$ cat src/blbd_pkg.sv
// Purpose: Constants for the branch, link and breakpoint decoder
// Assumes: 32-bit instruction words, 64-bit general registers
// Notes:   Field positions, opcodes and link offset live here
// Behaviour
// - Target is sign-extended offset shifted by two plus delay-slot address.
// - Sign-test branches are taken when the tested register's top bit is one.
// - Linking forms write PC plus 8 into register 31, taken or not.
// - A taken branch runs the delay slot first, then goes to the target.
// - Likely forms nullify the delay slot when not taken; plain forms never do.
// - Not-equal branches are taken when the two source registers differ anywhere.
// - Class 000001 subcode 10000 is negative-link; 10010 is its likely form.
// - Class 000001 subcode 00010 is the non-linking negative likely branch.
// - Opcode 000101 is not-equal, 010101 not-equal likely, two sources plus offset.
// - Opcode 000000 function 001101 raises a breakpoint at once, unconditionally.
// - The 20-bit breakpoint code field is ignored by hardware.
package blbd_pkg;
    localparam int OPC_HI      = 31;
    localparam int OPC_LO      = 26;
    localparam int SRCA_HI     = 25;
    localparam int SRCA_LO     = 21;
    localparam int SRCB_HI     = 20;
    localparam int SRCB_LO     = 16;
    localparam int OFFS_HI     = 15;
    localparam int FUNC_HI     = 5;
    localparam logic [5:0] OPC_SPECIAL   = 6'h00;
    localparam logic [5:0] OPC_REG_IMM   = 6'h01;
    localparam logic [5:0] OPC_NOT_EQ    = 6'h05;
    localparam logic [5:0] OPC_NOT_EQ_LK = 6'h15;
    localparam logic [5:0] FUNC_BREAK    = 6'h0d;
    localparam logic [4:0] SUB_NEG_LK    = 5'h02;
    localparam logic [4:0] SUB_NEG_LINK  = 5'h10;
    localparam logic [4:0] SUB_NEG_LNKLK = 5'h12;
    localparam logic [4:0] LINK_REG_IDX  = 5'h1f;
    localparam int         LINK_OFFSET   = 8;
    localparam int         DSLOT_OFFSET  = 4;
    typedef enum logic [2:0]
    {
        BLBD_OP_NONE     = 3'b000,
        BLBD_OP_NEG_LINK = 3'b001,
        BLBD_OP_NEG_LL   = 3'b010,
        BLBD_OP_NEG_LK   = 3'b011,
        BLBD_OP_NE       = 3'b100,
        BLBD_OP_NE_LK    = 3'b101,
        BLBD_OP_BREAK    = 3'b110
    } blbd_op_t;
endpackage

$ cat src/blbd_top.sv
// Purpose: Execute stage for negative-test, not-equal and breakpoint instructions
// Assumes: Register file reads arrive with the instruction on the same clock
// Notes:   One-cycle latency from issue to registered results
`timescale 1ns/1ps
`default_nettype none
module blbd_top
#(
    parameter int XLEN = 64
)
(
    input  wire logic              sys_clk,
    input  wire logic              rst,
    input  wire logic              issue_valid,
    input  wire logic [31:0]       instr,
    input  wire logic [XLEN-1:0]   branch_pc,
    input  wire logic [XLEN-1:0]   src_a_value,
    input  wire logic [XLEN-1:0]   src_b_value,
    input  wire logic              likely_enable,
    output logic                   result_valid,
    output logic                   redirect,
    output logic [XLEN-1:0]        target_pc,
    output logic                   nullify_slot,
    output logic                   link_we,
    output logic [4:0]             link_idx,
    output logic [XLEN-1:0]        link_value,
    output logic                   break_exc,
    output logic                   resv_exc,
    output logic [4:0]             src_a_idx,
    output logic [4:0]             src_b_idx
);
    // Elaboration-time refusal: the sign-extended offset needs at least a word of width
    if (XLEN < 32)
    begin : g_xlen_check
        $error("XLEN too small for branch offset arithmetic");
    end

    blbd_pkg::blbd_op_t op;
    logic              is_likely;
    logic              is_link;
    logic              is_neg;
    logic              cond;
    logic              legal;
    logic [XLEN-1:0]   offs_ext;
    logic              valid_reg,  valid_next;
    logic              redir_reg,  redir_next;
    logic [XLEN-1:0]   tgt_reg,    tgt_next;
    logic              null_reg,   null_next;
    logic              lwe_reg,    lwe_next;
    logic [XLEN-1:0]   lval_reg,   lval_next;
    logic              brk_reg,    brk_next;
    logic              resv_reg,   resv_next;

    blbd_decode u_dec
    (
        .instr (instr),
        .op    (op)
    );

    // Register indices go straight to the register file read ports
    assign src_a_idx = instr[blbd_pkg::SRCA_HI:blbd_pkg::SRCA_LO];
    assign src_b_idx = instr[blbd_pkg::SRCB_HI:blbd_pkg::SRCB_LO];

    // Shift offset by two, then sign-extend to full width
    assign offs_ext = {{(XLEN-18){instr[blbd_pkg::OFFS_HI]}}, instr[blbd_pkg::OFFS_HI:0], 2'b00};

    // Opcode attributes and condition evaluation
    always_comb
    begin
        is_likely = (op == blbd_pkg::BLBD_OP_NEG_LL) || (op == blbd_pkg::BLBD_OP_NEG_LK)
                 || (op == blbd_pkg::BLBD_OP_NE_LK);
        is_link   = (op == blbd_pkg::BLBD_OP_NEG_LINK) || (op == blbd_pkg::BLBD_OP_NEG_LL);
        is_neg    = is_link || (op == blbd_pkg::BLBD_OP_NEG_LK);
        if (is_neg)
            cond = src_a_value[XLEN-1];
        else
            cond = (src_a_value != src_b_value);
        // Likely forms without the enabling level are trapped, not executed
        legal = !is_likely || likely_enable;
    end

    // Next-state computation; register 31 as tested source is undefined, no check
    always_comb
    begin
        valid_next = 1'b0;
        redir_next = 1'b0;
        tgt_next   = tgt_reg;
        null_next  = 1'b0;
        lwe_next   = 1'b0;
        lval_next  = lval_reg;
        brk_next   = 1'b0;
        resv_next  = 1'b0;
        if (issue_valid && op != blbd_pkg::BLBD_OP_NONE)
        begin
            valid_next = 1'b1;
            if (op == blbd_pkg::BLBD_OP_BREAK)
                brk_next = 1'b1;
            else if (!legal)
                resv_next = 1'b1;
            else
            begin
                // Target relative to the delay slot, so fetch runs the slot first
                tgt_next   = branch_pc + XLEN'(blbd_pkg::DSLOT_OFFSET) + offs_ext;
                redir_next = cond;
                null_next  = is_likely && !cond;
                lwe_next   = is_link;
                lval_next  = branch_pc + XLEN'(blbd_pkg::LINK_OFFSET);
            end
        end
    end

    // State registers
    always_ff @(posedge sys_clk)
    begin
        if (rst)
        begin
            valid_reg <= 1'b0;
            redir_reg <= 1'b0;
            tgt_reg   <= '0;
            null_reg  <= 1'b0;
            lwe_reg   <= 1'b0;
            lval_reg  <= '0;
            brk_reg   <= 1'b0;
            resv_reg  <= 1'b0;
        end
        else
        begin
            valid_reg <= valid_next;
            redir_reg <= redir_next;
            tgt_reg   <= tgt_next;
            null_reg  <= null_next;
            lwe_reg   <= lwe_next;
            lval_reg  <= lval_next;
            brk_reg   <= brk_next;
            resv_reg  <= resv_next;
        end
    end

    assign result_valid = valid_reg;
    assign redirect     = redir_reg;
    assign target_pc    = tgt_reg;
    assign nullify_slot = null_reg;
    assign link_we      = lwe_reg;
    assign link_idx     = blbd_pkg::LINK_REG_IDX;
    assign link_value   = lval_reg;
    assign break_exc    = brk_reg;
    assign resv_exc     = resv_reg;
endmodule
`default_nettype wire

$ cat src/blbd_decode.sv
// Purpose: Combinational opcode classifier
// Assumes: Instruction word is stable while valid
// Notes:   Pure decode, no state
`timescale 1ns/1ps
`default_nettype none
module blbd_decode
(
    input  wire logic [31:0]       instr,
    output var blbd_pkg::blbd_op_t op
);
    logic [5:0] opc;
    logic [4:0] sub;
    logic [5:0] func;
    // Field slicing; breakpoint code bits are simply never looked at
    assign opc  = instr[blbd_pkg::OPC_HI:blbd_pkg::OPC_LO];
    assign sub  = instr[blbd_pkg::SRCB_HI:blbd_pkg::SRCB_LO];
    assign func = instr[blbd_pkg::FUNC_HI:0];
    // Classify the instruction word
    always_comb
    begin
        op = blbd_pkg::BLBD_OP_NONE;
        case (opc)
            blbd_pkg::OPC_REG_IMM:
            begin
                case (sub)
                    blbd_pkg::SUB_NEG_LINK:  op = blbd_pkg::BLBD_OP_NEG_LINK;
                    blbd_pkg::SUB_NEG_LNKLK: op = blbd_pkg::BLBD_OP_NEG_LL;
                    blbd_pkg::SUB_NEG_LK:    op = blbd_pkg::BLBD_OP_NEG_LK;
                    default:                 op = blbd_pkg::BLBD_OP_NONE;
                endcase
            end
            blbd_pkg::OPC_NOT_EQ:    op = blbd_pkg::BLBD_OP_NE;
            blbd_pkg::OPC_NOT_EQ_LK: op = blbd_pkg::BLBD_OP_NE_LK;
            blbd_pkg::OPC_SPECIAL:
            begin
                if (func == blbd_pkg::FUNC_BREAK)
                    op = blbd_pkg::BLBD_OP_BREAK;
                else
                    op = blbd_pkg::BLBD_OP_NONE;
            end
            default: op = blbd_pkg::BLBD_OP_NONE;
        endcase
    end
endmodule
`default_nettype wire

$ cat config.mk
export PLATFORM = sky130hd
export DESIGN_NAME = blbd_top
export DESIGN_NICKNAME = d
export VERILOG_FILES = /design/src/blbd_pkg.sv /design/src/blbd_top.sv /design/src/blbd_decode.sv
export SDC_FILE = /design/constraint.sdc
export NUM_CORES = 1
export LEC_CHECK = 0
export BUFFER_PORTS_ARGS = -buffer_cell sky130_fd_sc_hd__buf_2
export CAP_MARGIN = 20
export CORE_MARGIN = 2
export CORE_UTILIZATION = 45
export CTS_BUF_LIST = sky130_fd_sc_hd__clkbuf_2
export DETAILED_ROUTE_END_ITERATION = 8
export GPL_ROUTABILITY_DRIVEN = 0
export PLACE_DENSITY_LB_ADDON = 0.25
export SYNTH_ARGS = -nofsm -noshare
export SYNTH_HDL_FRONTEND = slang
export SYNTH_SLANG_ARGS = --single-unit
export TNS_END_PERCENT = 50
$ cat constraint.sdc
create_clock -name sys_clk -period 7.4 [get_ports sys_clk]
set_input_delay 1.48 -clock sys_clk [delete_from_list [all_inputs] [get_ports sys_clk]]
set_output_delay 1.48 -clock sys_clk [all_outputs]
set_load 0.01 [all_outputs]
==> results by group <==
Route
  – WL/cell: 16.8 µm
  – DRC viols: 0
  – DR iter-0 viols: approximately 850
  – Final wirelength: around 34,000 µm
  – Number of detailed-route iterations in the first pass: 5
  – Via count: 11,012
  – Antenna Nets Post-Route: 0
  – Vias per inst: roughly 5.5

Layout
  – Most frequent cells in the layout: buf_2 (360), nand2_1 (164), dfxtp_1 (132)
  – Number of nets in the layout: 2,017
  – Area of the multi-input gates: 7610 µm²
  – P&R area growth vs syn: 20.3%
  – Fill cells: between 2,000 and 2,500
  – Ratio of cells with drive above 1 in the final layout: between 20% and 30%
  – Sequential cell area: about 2600 µm²
  – Most common cell after layout, fill and taps aside: buf_2

Synth
  – Ys flop type: dfxtp_1
  – Number of flops mapped to enable cells by yosys: 0
  – Yosys reg bits: about 130
  – Cell count after synthesis: 1,354
  – Sequential cell area fraction in the yosys report: approximately a quarter
  – Mapped Area: approximately 11,000 µm²
  – Async SR Flop Fraction: 0%
  – Syn. warnings: 0
  – Synth unique cells: 68
  – Mean Syn Cell Area: ~8 µm²

Clocking
  – CTS Hold Bufs: 0
  – CTS max path bufs: 2
  – Clock Pin Slew Worst Setup and Hold Paths: approximately 220 ps
  – Clock Sinks: between 100 and 150
  – Post CTS Setup Buffer Count: 0
  – CTS tree: done
  – Insertion delay to the later sink of the worst-skew pair: 710 ps
  – Num CTS Buffers: 17
  – H-Tree Depth: 4
  – Root Driver: clkbuf_2
  – Post_cts resized: 0

Pwr
  – PD cells: 149 nW/µm²
  – Total power: between 1.5 and 2 mW
  – VDD IR max: between 0.00007 and 0.00008 V
  – Static Leak: between 5 and 6 nW

Worst setup path
  – Buf/Inv on CP: 1
  – CP top delay family: compound AO/OA/AOI/OAI gates
  – Critical path's largest stage delay: 540 ps
  – Critical Path RT: approximately 8000 ps
  – CP Class: in2reg
  – Arr. time, crit path: around 5100 ps
  – CP Launch Type: input pin
  – CP Max Fanout: 31
  – CP max stage cell: buf_2
  – Critical path cell sequence: buf_2, ha_1, ha_1, a21o_1, a211oi_2, nor2_1, o41a_1, a211oi_2, a21boi_2, a31oi_1, o2111ai_1, xnor2_1, a21oi_1
  – Crit. End Element: flip-flop

Die
  – Die height: between 150 and 200 µm
  – Row cnt: between 50 and 60
  – Area of the die: 25,100 µm²
  – Ports: 377
  – Core area: 23,400 µm²
  – Initial Util: approximately 46%
  – Die width: between 150 and 200 µm

STA
  – Worst slew margin: roughly a third
  – # setup viols final: 0
  – Hold Vio Cnt, Final: 0
  – Fin Setup TNS: 0 ps
  – Fmax: around 0.22 GHz
  – Worst Tran Pin Value: ~980 ps
  – Final Max Slew Viols: 0
  – Tcrit/Tclk final: slightly above 60%
  – Setup Skew: 0 ps
  – Hold_ws: approximately 460 ps
  – Final setup margin: 2880 ps
  – Min Tclk post-route: 4520 ps
  – RSZ-0062 raised after global routing: false

Hold path
  – Min-Delay Path Class: reg2reg

GRT
  – First-pass GRT wire length: just over 50,000 µm
  – Initial antenna violation count: 5
  – Total GRT Usage: around a quarter
  – Total gr overflow: 0
  – Vias in the first global route: 9,996
  – Largest net degree at the start of global routing: just under 80

Placement
  – IO Port Bufs: between 300 and 400
  – DP HPWL: 26,800 µm
  – Pre-CTS setup slack: 2210 ps

Outcome
  – Status: finished, final reports clean

Flow run
  – Max-Cap Viols: 0
-- worst paths after layout --
path / to / from / cells past startpoint / slack [ps]
setup / recovery: target_pc[63] / instr[15] / 13 / 2880
hold / removal: target_pc[14] / target_pc[14] / 2 / 460
setup reg to reg: target_pc[53] / target_pc[53] / 3 / 6390
hold reg to reg: target_pc[14] / target_pc[14] / 2 / 460
-- per-stage QoR --
step	instance area [µm²]	utilization (%)	std cells
after detailed placement	12600	53.9	1966
after CTS	12900	55.0	1998
final	12900	55.1	2000
after floorplan	10700	-	1358
after global placement	12600	53.9	1966
after global routing	12900	55.1	1999
-- metal layers --
layer	routed length, µm	track usage, %	up-vias
li1	-	-	5484
met1	15200	35.8	5076
met2	15200	39.9	407
met3	2580	5.53	41
met4	593	6.74	4
met5	22	0	-
-- cells by family (layout without fill, tap and decap cells) --
family                     count (synthesis)  after routing  share of synthesized area, %
muxes                                      4              4                         0.374
xor gates and xnor gates                 172            172                          14.1
buffers and inverters                    100            421                          4.48
adders and majority gates                123            123                          14.4
DFF                                      132            132                          24.7
and+or+nand+nor                          471            471                          21.0
AOI/OAI and AO/OA                        351            351                          21.0
other                                      1              7                        0.0350
-- synth_stat cells, drive strengths merged (4+ instances only) --
| cell type | count | area share (%) |
|---|---|---|
| clkbuf | 37 | 1.3 |
| nor2 | 112 | 3.9 |
| mux2i | 4 | 0.37 |
| xnor2 | 119 | 9.7 |
| o21a | 9 | 0.63 |
| a21oi | 128 | 6.1 |
| nand2b | 10 | 0.58 |
| a31oi | 9 | 0.53 |
| ha | 122 | 14 |
| a211oi | 65 | 4.6 |
| inv | 22 | 0.77 |
| a21boi | 6 | 0.49 |
| nand3 | 43 | 2.1 |
| and3 | 25 | 1.5 |
| nand2 | 164 | 5.7 |
| and4 | 7 | 0.57 |
| o21bai | 11 | 0.77 |
| a21o | 39 | 2.7 |
| and2 | 6 | 0.35 |
| o21ai | 54 | 2.5 |
| nand4 | 43 | 2.5 |
| buf | 41 | 2.4 |
| nor3 | 24 | 1.2 |
| nor2b | 4 | 0.23 |
| or3 | 5 | 0.29 |
| nor4 | 14 | 1.1 |
| dfxtp | 132 | 25 |
| xor2 | 53 | 4.3 |
-- state kept, by name, summed over array words and instances (netlist names) --
register	count
break_exc	1
link_value	62
link_we	1
nullify_slot	1
redirect	1
result_valid	1
resv_exc	1
target_pc	64
-- cell type report --
class / instances / share of cell area (%)
Antenna cell: 2 / 0.0388
Inverter: 22 / 0.641
Multi-Input combinational cell: 1126 / 59.1
Clock buffer: 19 / 0.738
Clock inverter: 13 / 1.41
Timing Repair Buffer: 367 / 14.5
Sequential cell: 132 / 20.5
Tap cell: 319 / 3.10
-- tightest hold or removal path, delay by kind of cell, from the launching register on --
kind               cells  cell delay (ps)
AOI/OAI and AO/OA      1               50
DFF                    1              340
and+or+nand+nor        1               50
-- report_power, final --
part / leakage, nW / switching [mW] / total, mW / internal (mW)
sequential: 1.07 / 0.00643 / 0.732 / 0.726
combinational: 4.64 / 0.387 / 0.665 / 0.279
clock: 0.158 / 0.297 / 0.521 / 0.225
total: 5.87 / 0.690 / 1.92 / 1.23
Note: power is estimated with default switching activity, not from simulation.
